### src/inc/lvdc_params.svh
// constants of the supply monitor control block
// assumes: included by the package user files, no process inside
`ifndef LVDC_PARAMS_SVH
`define LVDC_PARAMS_SVH

// ----------------------------------------
// register byte offsets
// ----------------------------------------
`define LVDC_ADDR_CTRL     12'h000
`define LVDC_ADDR_IRQ      12'h004
`define LVDC_ADDR_STAT     12'h008

// ----------------------------------------
// control register fields
// ----------------------------------------
`define LVDC_TRIP_LSB      0
`define LVDC_TRIP_MSB      3
`define LVDC_EN_BIT        4
`define LVDC_RSTABLE_BIT   5

// ----------------------------------------
// interrupt register fields
// ----------------------------------------
`define LVDC_FLAG_BIT      0
`define LVDC_IE_BIT        1
`define LVDC_GIE_BIT       2

// ----------------------------------------
// reset values and codes
// ----------------------------------------
`define LVDC_TRIP_RESET    4'h5
`define LVDC_TRIP_EXT      4'hF
`define LVDC_TRIP_MIN      4'h2

// ----------------------------------------
// timing
// ----------------------------------------
`define LVDC_REF_START_NS  20000
`define LVDC_CLK_NS        20

`endif

### src/inc/lvdc_pkg.sv
// types of the supply monitor control block
// assumes: constants come from lvdc_params.svh
package lvdc_pkg;

	// detector sequencing, gray along off -> settle -> stable
	typedef enum logic [1:0] {
		LVDC_OFF    = 2'b00,
		LVDC_SETTLE = 2'b01,
		LVDC_STABLE = 2'b11
	} lvdc_state_type;

	// levels coming back from the analog front end
	typedef struct packed {
		logic comp_below;   // selected tap below reference
		logic ref_shared;   // reference already running for brown-out
	} lvdc_analog_in_type;

	// controls going to the analog front end
	typedef struct packed {
		logic       det_power;  // comparator and divider powered
		logic       ref_power;  // reference powered
		logic       ext_sel;    // comparator fed from external pin
		logic [3:0] tap;        // divider tap code
	} lvdc_analog_ctrl_type;

endpackage

### src/lvdc_top.sv
// supply monitor control: register file, settle timer, flag and wake
// assumes: APB master on pclk, analog comparator/reference outside
//
// Functional notes
// stable bit reads 1 only after settling
// software keeps interrupt off until stable
// enable bit powers detector up or down
// code 1111 routes external pin to comparator
// codes 0010..1110 pick rising taps; others reserved
// reset loads level 0101, enable 0, stable 0
// each enable starts a stabilisation interval
// software setup order ends enabling interrupt
// software clears flag after stabilisation
// flag cannot rise before reference stable
// start-up interval fixed in time, skipped if shared
// detector runs in sleep; crossing wakes device
// wake vectors only with interrupts globally enabled
// any reset switches the detector off
// software enables detector only briefly
// flag sets when tap falls below reference
// irq is flag and enable; flag is sticky
//
// Added by the designer: the APB interface to the registers and the address map.
`timescale 1ns/1ns
`include "lvdc_params.svh"
module lvdc_top #(
	parameter int REF_START_NS = `LVDC_REF_START_NS,
	parameter int CLK_NS       = `LVDC_CLK_NS
) (
	// clock and reset
	input  wire logic                  pclk,
	input  wire logic                  presetn,
	// apb slave
	input  wire logic                  psel,
	input  wire logic                  penable,
	input  wire logic                  pwrite,
	input  wire logic [11:0]           paddr,
	input  wire logic [31:0]           pwdata,
	input  wire logic [3:0]            pstrb,
	output logic                       pready,
	output logic      [31:0]           prdata,
	output logic                       pslverr,
	// analog front end
	input  wire lvdc_pkg::lvdc_analog_in_type  ana_in,
	output lvdc_pkg::lvdc_analog_ctrl_type     ana_ctrl,
	// core side
	input  wire logic                  sleep_req,
	output logic                       irq_req,
	output logic                       wake_req,
	output logic                       wake_vector
);

	// ----------------------------------------
	// timing
	// ----------------------------------------
	// least time, so round up; never below one cycle
	localparam int SETTLE_RAW = (REF_START_NS + CLK_NS - 1) / CLK_NS;
	localparam int SETTLE_CYC = (SETTLE_RAW < 1) ? 1 : SETTLE_RAW;
	localparam int CW         = $clog2(SETTLE_CYC + 1);

	// ----------------------------------------
	// state
	// ----------------------------------------
	logic [3:0]             trip_q;      // trip_level_select
	logic                   en_q;        // detect_power_enable
	logic                   flag_q;      // undervoltage_flag
	logic                   ie_q;        // undervoltage_irq_enable
	logic                   gie_q;       // global_irq_enable
	lvdc_pkg::lvdc_state_type state_q;   // sequencer
	lvdc_pkg::lvdc_state_type state_d;
	logic [CW-1:0]          cnt_q;       // settle countdown
	logic [CW-1:0]          cnt_d;
	logic                   pready_q;
	logic [31:0]            prdata_q;
	logic                   pslverr_q;
	lvdc_pkg::lvdc_analog_ctrl_type ana_q;
	lvdc_pkg::lvdc_analog_ctrl_type ana_d;
	logic                   irq_q;
	logic                   wake_q;
	logic                   vector_q;

	// ----------------------------------------
	// synchronised analog levels
	// ----------------------------------------
	logic [1:0] ana_s;       // {comp_below, ref_shared}, two flops deep
	logic       comp_s;      // tap below reference
	logic       shared_s;    // reference already alive

	lvdc_sync #(
		.WIDTH (2)
	) u_sync (
		.pclk     (pclk),
		.presetn  (presetn),
		.async_in ({ana_in.comp_below, ana_in.ref_shared}),
		.sync_out (ana_s)
	);

	assign comp_s   = ana_s[1];
	assign shared_s = ana_s[0];

	// ----------------------------------------
	// apb decode
	// ----------------------------------------
	wire setup_ph  = psel & ~penable;                  // first cycle
	wire access_ok = psel & penable & pready_q;        // completing edge
	wire wr_go     = access_ok & pwrite & pstrb[0];    // low lane carries all
	wire hit_ctrl  = (paddr == `LVDC_ADDR_CTRL);
	wire hit_irq   = (paddr == `LVDC_ADDR_IRQ);
	wire hit_stat  = (paddr == `LVDC_ADDR_STAT);
	wire hit_any   = hit_ctrl | hit_irq | hit_stat;
	wire wr_ctrl   = wr_go & hit_ctrl;
	wire wr_irq    = wr_go & hit_irq;

	// ----------------------------------------
	// read mux
	// ----------------------------------------
	wire stable_now = (state_q == lvdc_pkg::LVDC_STABLE);
	// upper bits tie to zero, the stable bit is never written
	wire [31:0] rd_ctrl = {26'h0000000, stable_now, en_q, trip_q};
	wire [31:0] rd_irq  = {29'h00000000, gie_q, ie_q, flag_q};
	wire [31:0] rd_stat = {28'h0000000, sleep_req, comp_s, state_q};
	wire [31:0] rd_data = hit_ctrl ? rd_ctrl :
	                      hit_irq  ? rd_irq  :
	                      hit_stat ? rd_stat : 32'h00000000;

	// ----------------------------------------
	// apb answer: no wait state, all registered
	// ----------------------------------------
	// loading read data in setup keeps prdata a flop output
	always_ff @(posedge pclk or negedge presetn) begin
		if (!presetn) begin
			pready_q  <= 1'b0;
			prdata_q  <= 32'h00000000;
			pslverr_q <= 1'b0;
		end else begin
			pready_q  <= setup_ph;
			prdata_q  <= setup_ph ? rd_data : 32'h00000000;
			pslverr_q <= setup_ph & ~hit_any;   // unmapped address
		end
	end

	// ----------------------------------------
	// control register
	// ----------------------------------------
	// reset leaves the detector off at level 0101
	always_ff @(posedge pclk or negedge presetn) begin
		if (!presetn) begin
			trip_q <= `LVDC_TRIP_RESET;
			en_q   <= 1'b0;
		end else if (wr_ctrl) begin
			trip_q <= pwdata[`LVDC_TRIP_MSB:`LVDC_TRIP_LSB];
			en_q   <= pwdata[`LVDC_EN_BIT];
		end
	end

	// ----------------------------------------
	// interrupt enables
	// ----------------------------------------
	always_ff @(posedge pclk or negedge presetn) begin
		if (!presetn) begin
			ie_q  <= 1'b0;
			gie_q <= 1'b0;
		end else if (wr_irq) begin
			ie_q  <= pwdata[`LVDC_IE_BIT];
			gie_q <= pwdata[`LVDC_GIE_BIT];
		end
	end

	// ----------------------------------------
	// settle sequencer
	// ----------------------------------------
	// interval counted in cycles of a fixed time, not of code speed;
	// a reference already kept alive for brown-out needs no wait
	wire [CW-1:0] settle_load = CW'(SETTLE_CYC - 1);

	always_comb begin
		state_d = state_q;
		cnt_d   = cnt_q;
		unique case (state_q)
			lvdc_pkg::LVDC_OFF: begin
				// every enable without a shared reference restarts the interval
				if (en_q && shared_s) begin
					state_d = lvdc_pkg::LVDC_STABLE;
				end else if (en_q) begin
					state_d = lvdc_pkg::LVDC_SETTLE;
					cnt_d   = settle_load;
				end
			end
			lvdc_pkg::LVDC_SETTLE: begin
				if (!en_q) begin
					state_d = lvdc_pkg::LVDC_OFF;
				end else if (cnt_q == '0) begin
					state_d = lvdc_pkg::LVDC_STABLE;
				end else begin
					cnt_d = cnt_q - CW'(1);
				end
			end
			lvdc_pkg::LVDC_STABLE: begin
				if (!en_q) begin
					state_d = lvdc_pkg::LVDC_OFF;
				end
			end
			default: begin
				state_d = lvdc_pkg::LVDC_OFF;          // illegal code 10
			end
		endcase
	end

	// sequencer flops
	always_ff @(posedge pclk or negedge presetn) begin
		if (!presetn) begin
			state_q <= lvdc_pkg::LVDC_OFF;
			cnt_q   <= '0;
		end else begin
			state_q <= state_d;
			cnt_q   <= cnt_d;
		end
	end

	// ----------------------------------------
	// undervoltage flag
	// ----------------------------------------
	// raised only by a stable comparator, so no false set
	wire flag_set  = stable_now & comp_s;
	// write one to clear; software does this after settling
	wire flag_clr  = wr_irq & pwdata[`LVDC_FLAG_BIT];
	wire flag_rise = flag_set & ~flag_q;

	// set beats clear in the same cycle, so no event is lost
	always_ff @(posedge pclk or negedge presetn) begin
		if (!presetn) begin
			flag_q <= 1'b0;
		end else begin
			flag_q <= flag_set | (flag_q & ~flag_clr);
		end
	end

	// ----------------------------------------
	// analog controls
	// ----------------------------------------
	// reserved codes 0000/0001 pass through untouched; software avoids them
	always_comb begin
		ana_d.det_power = en_q;
		ana_d.ref_power = en_q;
		ana_d.ext_sel   = (trip_q == `LVDC_TRIP_EXT);
		ana_d.tap       = trip_q;
	end

	// ----------------------------------------
	// core-facing outputs
	// ----------------------------------------
	// wake pulses on a new crossing in sleep; vectoring needs both
	// enables, else execution continues in line
	always_ff @(posedge pclk or negedge presetn) begin
		if (!presetn) begin
			// tap shows the reset level, so it matches the code out of reset and follows it one edge later
			ana_q.det_power <= 1'b0;
			ana_q.ref_power <= 1'b0;
			ana_q.ext_sel   <= 1'b0;
			ana_q.tap       <= `LVDC_TRIP_RESET;
			irq_q    <= 1'b0;
			wake_q   <= 1'b0;
			vector_q <= 1'b0;
		end else begin
			ana_q    <= ana_d;
			irq_q    <= flag_q & ie_q;
			wake_q   <= sleep_req & flag_rise;
			vector_q <= sleep_req & flag_rise & ie_q & gie_q;
		end
	end

	// ----------------------------------------
	// port drive
	// ----------------------------------------
	assign pready      = pready_q;
	assign prdata      = prdata_q;
	assign pslverr     = pslverr_q;
	assign ana_ctrl    = ana_q;
	assign irq_req     = irq_q;
	assign wake_req    = wake_q;
	assign wake_vector = vector_q;
endmodule

### src/lvdc_sync.sv
// two-flop synchroniser for asynchronous levels
// assumes: inputs are quasi-static levels from the analog side
`timescale 1ns/1ns
module lvdc_sync #(
	parameter int WIDTH = 2
) (
	// clock and reset
	input  wire logic             pclk,
	input  wire logic             presetn,
	// levels
	input  wire logic [WIDTH-1:0] async_in,
	output logic      [WIDTH-1:0] sync_out
);

	// ----------------------------------------
	// per-bit flop pairs
	// ----------------------------------------
	genvar i;
	// a net gathers the per-bit outputs, one driver per bit
	wire [WIDTH-1:0] safe_w;
	generate
		for (i = 0; i < WIDTH; i++) begin : g_bit
			logic meta_q;   // read only by the second flop
			logic safe_q;   // safe for logic
			always_ff @(posedge pclk or negedge presetn) begin
				if (!presetn) begin
					meta_q <= 1'b0;
					safe_q <= 1'b0;
				end else begin
					meta_q <= async_in[i];
					safe_q <= meta_q;
				end
			end
			assign safe_w[i] = safe_q;
		end
	endgenerate

	// single continuous driver of the output variable
	assign sync_out = safe_w;

endmodule

### config.mk
export PLATFORM = sky130hd
export DESIGN_NAME = lvdc_top
export DESIGN_NICKNAME = d
export VERILOG_FILES = /design/src/inc/lvdc_pkg.sv /design/src/lvdc_top.sv /design/src/lvdc_sync.sv
export VERILOG_INCLUDE_DIRS = /design/src /design/src/inc
export SDC_FILE = /design/constraint.sdc
export NUM_CORES = 1
export LEC_CHECK = 0
export ABC_CLOCK_PERIOD_IN_PS = 2350
export BUFFER_PORTS_ARGS = -buffer_cell sky130_fd_sc_hd__buf_2
export CAP_MARGIN = 20
export CORE_MARGIN = 2
export CORE_UTILIZATION = 28
export CTS_CLUSTER_DIAMETER = 100
export CTS_CLUSTER_SIZE = 20
export DETAILED_ROUTE_END_ITERATION = 10
export MAX_ROUTING_LAYER = met4
export PLACE_DENSITY = 0.55
export SLEW_MARGIN = 20
export SYNTH_ARGS = -nofsm -noshare
export SYNTH_HDL_FRONTEND = slang
export SYNTH_SLANG_ARGS = --single-unit
### constraint.sdc
create_clock -name pclk -period 2.35 [get_ports pclk]
set_input_delay 0.1175 -clock pclk [delete_from_list [all_inputs] [get_ports pclk]]
set_output_delay 0.1175 -clock pclk [all_outputs]
set_load 0.1 [all_outputs]
Yosys cells after proc, flatten, opt, wreduce, memory -nomap -nowiden
Index checks and enable logic that the tools add are counted.
W data, S select, Z words.
{ "totals": {"inputBits": 56, "regBits": 41, "elab_cells": 78, "output_inout_bits": 44} }
{ "op_classes": {"reduce_logical": 7, "n_addsub": 1, "n_bitwise": 23, "muxes": 15, "n_eq_ne": 12} }
{ "ops": {"columns": ["op", "count"], "rows": [
  ["$mux W10", 4],
  ["$pmux W10 S2", 1],
  ["$and A1 B1 Y1", 16],
  ["$eq A12 B3 Y1 const B", 1],
  ["$eq A12 B4 Y1 const B", 1],
  ["$logic_not A12 Y1", 1],
  ["$mux W6", 2],
  ["$logic_not A10 Y1", 1],
  ["$mux W2", 5],
  ["$ne A2 B2 Y1 const B", 5],
  ["$sub A10 B1 Y10 const B", 1],
  ["$mux W4", 2],
  ["$ne A3 B3 Y1 const B", 2],
  ["$pmux W2 S3", 1],
  ["$reduce_and A5 Y1", 1],
  ["$eq A4 B4 Y1 const B", 1],
  ["$not A1 Y1", 4],
  ["$or A1 B1 Y1", 3],
  ["$reduce_and A3 Y1", 1],
  ["$eq A2 B1 Y1 const B", 1],
  ["$eq A2 B2 Y1 const B", 1],
  ["$logic_not A2 Y1", 1],
  ["$reduce_bool A2 Y1", 1],
  ["$logic_and A1 B1 Y1", 1]
]} }

Longest topological paths before layout
{ "depth": {"depth_word": 9, "mapped_depth": 7} }

Cells and area by module
From an unflattened synthesis, not the netlist that was laid out.
{ "hier_totals": {"cells_unflattened": 178, "area_unflattened_um2": 2011.9} }
{ "modules_own_cells": {"columns": ["module", "cells_per_inst", "instances", "area_per_inst_um2"], "rows": [
  ["lvdc_top", 172, 1, 1896.8],
  ["lvdc_sync", 6, 1, 115.1]
]} }

Worst setup path after synthesis
No wires, ideal clock.
{ "synth_path": {"path_kind": "reg-to-reg", "start": "register pready_q, in the netlist pready", "end": "register gie_q", "path_slack_ns": 0.300, "setup_ns": 0.125, "synth_period_minus_slack_ns": 2.050, "path_stages_with_launch": 5, "arrival_time_ns": 1.925, "cell_sequence": "dfrtp_1 > and3_1 > nand4_2 > nor3b_2 > mux2_2"} }
{ "synth_between": {"elab_chain_cells": 4} }
{ "synth_rtl": {"columns": ["item", "line_no", "rtl"], "rows": [
  ["start, declared", "lvdc_top.sv:73", "logic pready_q;"],
  ["start signal, assigned", "lvdc_top.sv:136", "pready_q <= setup_ph;"],
  ["$and A1 B1 Y1", "lvdc_top.sv:105", "wire access_ok = psel & penable & pready_q;"],
  ["$and A1 B1 Y1 (2 in a row)", "lvdc_top.sv:106", "wire wr_go = access_ok & pwrite & pstrb[0];"],
  ["$and A1 B1 Y1", "lvdc_top.sv:112", "wire wr_irq = wr_go & hit_irq;"],
  ["end signal, assigned", "lvdc_top.sv:165", "gie_q <= pwdata[`LVDC_GIE_BIT];"],
  ["end, declared", "lvdc_top.sv:68", "logic gie_q;"]
]} }
No other way between the ends.
A chain may end at the register's enable or synchronous reset.

Worst setup path after layout
{ "layout_path": {"start": "register cnt_q[0]", "end": "register cnt_q[7]"} }
{ "layout_between": {"elab_chain_cells": 4} }
{ "layout_rtl": {"columns": ["item", "line_no", "rtl"], "rows": [
  ["start, declared", "lvdc_top.sv:71", "logic [CW-1:0] cnt_q;"],
  ["start signal, assigned", "lvdc_top.sv:216", "cnt_q <= cnt_d;"],
  ["$sub A10 B1 Y10", "lvdc_top.sv:195", "cnt_d = cnt_q - CW'(1);"],
  ["$mux W10", "lvdc_top.sv:192", "end else if (cnt_q == '0) begin"],
  ["$mux W10", "lvdc_top.sv:190", "if (!en_q) begin"],
  ["$pmux W10 S2", "lvdc_top.sv:179", "unique case (state_q)"]
]} }
Several ways; a longest one is shown, not always the timed one. The select of a mux whose other input is x is not followed.

==> impl_metrics.env <==
export IMPL_crit_path_max_incr_delay_ns=0.40
export IMPL_clock_latency_ns=0.30
export IMPL_p_per_area_nw_per_um2=649
export IMPL_grt_max_degree=42
export IMPL_fin_ws_ns=0.391
export IMPL_grt_pass1_vias=1319
export IMPL_multi_input_area_um2=821
export IMPL_tns_ns=0
export IMPL_pre_cts_slack_ns=0.367
export IMPL_cp_max_fo=8
export IMPL_rows=30
export IMPL_ctsHoldBuffers=3
export IMPL_clkSinkCount=41
export IMPL_cts_setup_buffers=0
export IMPL_die_y_um=88.5
export IMPL_cap_violations=0
export IMPL_hold_violations=0
export IMPL_die_x_um=88.5
export IMPL_setup_violations=0
export IMPL_finalCritPeriodShare=0.834
export IMPL_hpwl_um=2930
export IMPL_boundaryPins=100
export IMPL_m1WireLength_um=1800
export IMPL_drt_wl_total_um=3880
export IMPL_worst_slew_pin_slew_ns=0.885
export IMPL_cpMaxStageDelayCell="dfrtp_1"
export IMPL_cts_resized=0
export IMPL_num_vias=1398
export IMPL_final_max_slew_viol_count=0
export IMPL_grt_pass1_wl_um=6400
export IMPL_cts_inserted_buffers=5
export IMPL_design_core_area_um2=6830
export IMPL_clock_root_buffer="clkbuf_8"
export IMPL_required_ns=2.57
export IMPL_hold_class="primary input to flip-flop"
export IMPL_drive_gt1_frac=0.339
export IMPL_irDropWorstVdd_mv=0.191
export IMPL_synthArstFlopShare=1.00
export IMPL_die_area_um2=7820
export IMPL_seq_area_um2=1030
export IMPL_fin_util=0.348
export IMPL_fillers=718
export IMPL_critPathArrivalTime_ns=2.18
export IMPL_fin_crit_ns=1.96
export IMPL_numPortBuffers=43
export IMPL_drc=0
export IMPL_grt_ovfl_total=0
export IMPL_wl_met2_um=1800
export IMPL_avgSynthCellArea_um2=11.3
export IMPL_gp_congestion=0.698
export IMPL_wl_met3_um=182
export IMPL_synth_cells=176
export IMPL_clockBufferDepth=2
export IMPL_fin_nets=283
export IMPL_cts_tree="done"
export IMPL_synth_area_um2=2000
export IMPL_synth_ff_type="dfrtp_1"
export IMPL_vias_per_cell=4.33
export IMPL_slew_headroom=0.410
export IMPL_finClkSkew_ns=0.00689
export IMPL_routedWlPerCell_um=12.0
export IMPL_ant_nets=0
export IMPL_outcome="complete, no violations"
export IMPL_antennaDiodeCount=0
export IMPL_leakage_uw=0.00119
export IMPL_yosysWarnings=0
export IMPL_htreeDepth=2
export IMPL_rsz0062_at_grt="no"
export IMPL_fmax_mhz=510
export IMPL_critPathKind="flip-flop to flip-flop"
export IMPL_path_cells="inv_1 > ha_1 > nor3b_1 > nand4_1 > and3_1 > a31oi_1"
export IMPL_synth_edf_count=0
export IMPL_power_total_uw=1540
export IMPL_ys_ff_latch=41
export IMPL_highest_layer="met4"
export IMPL_area_delta_synth_final_pct=19.0
export IMPL_antenna_found_initial=0
export IMPL_holdWs_ns=0.00590
export IMPL_first_pass_iters=4
export IMPL_drt_iter0_drc=53
export IMPL_synth_cell_types=42
export IMPL_clk_pin_slew_ns=0.08
export IMPL_grt_usage=0.111
export IMPL_floorplan_initialDensity=0.292
export IMPL_cp_start_kind="flip-flop"
export IMPL_yosysSeqAreaShare=0.516
export IMPL_cp_end_kind="flip-flop"
## final cells by class
| class | count | share of cell area |
|---|---|---|
| Sequential cell | 41 | 0.434 |
| Timing Repair Buffer | 50 | 0.116 |
| Clock buffer | 5 | 0.0289 |
| Clock inverter | 3 | 0.0195 |
| Multi-Input combinational cell | 124 | 0.345 |
| Tap cell | 96 | 0.0505 |
| Inverter | 4 | 0.00632 |
## report_power, final
group / internal (µW) / total (µW) / switching (µW) / leakage (µW)
Clock: 318 / 573 / 255 / 0.0000543
Combinational: 28.0 / 257 / 229 / 0.000594
Sequential: 711 / 714 / 2.88 / 0.000542
## per-layer routing
| layer | GRT usage | vias up |
|---|---|---|
| li1 | - | 684 |
| met1 | 0.148 | 665 |
| met2 | 0.155 | 41 |
| met3 | 0.0261 | 8 |
| met4 | 0.0579 | 0 |
| met5 | - | - |
## logic make-up (layout without fill, tap and decap cells)
logic type,after synthesis,count (layout),share of synthesized area
muxes,10,10,0.0545
other,1,26,0.00188
buffers and inverters,36,62,0.120
DFF,41,41,0.516
AOI/OAI and AO/OA,28,28,0.0996
and+or+nand+nor,59,59,0.202
adders and majority gates,1,1,0.00626
## synth_stat cells (4+ instances only)
cell / number / share of area
dfrtp_1: 37 / 0.46
buf_4: 27 / 0.10
a31oi_1: 11 / 0.034
mux2_2: 7 / 0.039
nand2_1: 7 / 0.013
nor2_1: 7 / 0.013
nand2b_1: 6 / 0.019
nand3_1: 5 / 0.013
and3_1: 4 / 0.013
dfstp_2: 4 / 0.053
inv_1: 4 / 0.0075
nor2b_1: 4 / 0.013
nor3_1: 4 / 0.010
o21ai_0: 4 / 0.010
## worst paths after layout
check | startpoint | to | slack [ns] | cells after the start
setup / recovery | cnt_q[0] | cnt_q[7] | 0.39 | 6
hold / removal | penable | pready | 0.006 | 2
setup reg to reg | cnt_q[0] | cnt_q[7] | 0.39 | 6
hold reg to reg | u_sync.g_bit[1].meta_q | u_sync.g_bit[1].safe_q | 0.35 | 0
max in group asynchronous | presetn | prdata[3] | 1.32 | 2
min in group asynchronous | presetn | cnt_q[0] | 0.48 | 2
## worst max-delay path, delay by kind of cell, from the launching register on
family                   cells  cell delay, ns
AND/OR/NAND/NOR              3            1.01
flip-flops                   1            0.40
AO/OA/AOI/OAI                1            0.18
adder cells (fa/ha/maj)      1            0.20
buffers and inverters        1            0.09
## cell usage in the layout (no fill, tap or decap), types with 2 or more instances in the layout
master,count
nor3b_1,2
o31ai_1,2
conb_1,26
a2111oi_2,2
o21ai_0,4
a31oi_1,11
dfstp_2,4
and3_1,4
nor3_1,4
nand4_1,2
or3_1,2
nor4_2,3
a41oi_1,2
a21boi_0,2
dlygate4sd3_1,3
buf_4,4
nand2b_1,6
dfrtp_1,37
mux2_2,7
nand3_1,5
nor2_1,7
buf_2,43
and4_1,3
inv_1,4
a21oi_1,2
nand2_1,7
mux2i_1,3
clkbuf_8,5
nor2b_1,4
## registers in the layout, indices dropped and copies added, names as in the netlist, 2 cells and up
| name | flops |
|---|---|
| cnt_q | 10 |
| ana_ctrl | 6 |
| prdata | 6 |
| trip_q | 4 |
| state_q | 2 |
| u_sync.g_bit.meta_q | 2 |
| u_sync.g_bit.safe_q | 2 |
## through the flow
stage | cells | instance area [µm²]
after floorplan | 201 | 2090
after global placement | 312 | 2230
after detailed placement | 312 | 2230
after CTS | 323 | 2380
after global routing | 323 | 2380
final | 323 | 2380
(Power assumes the default switching activity.)
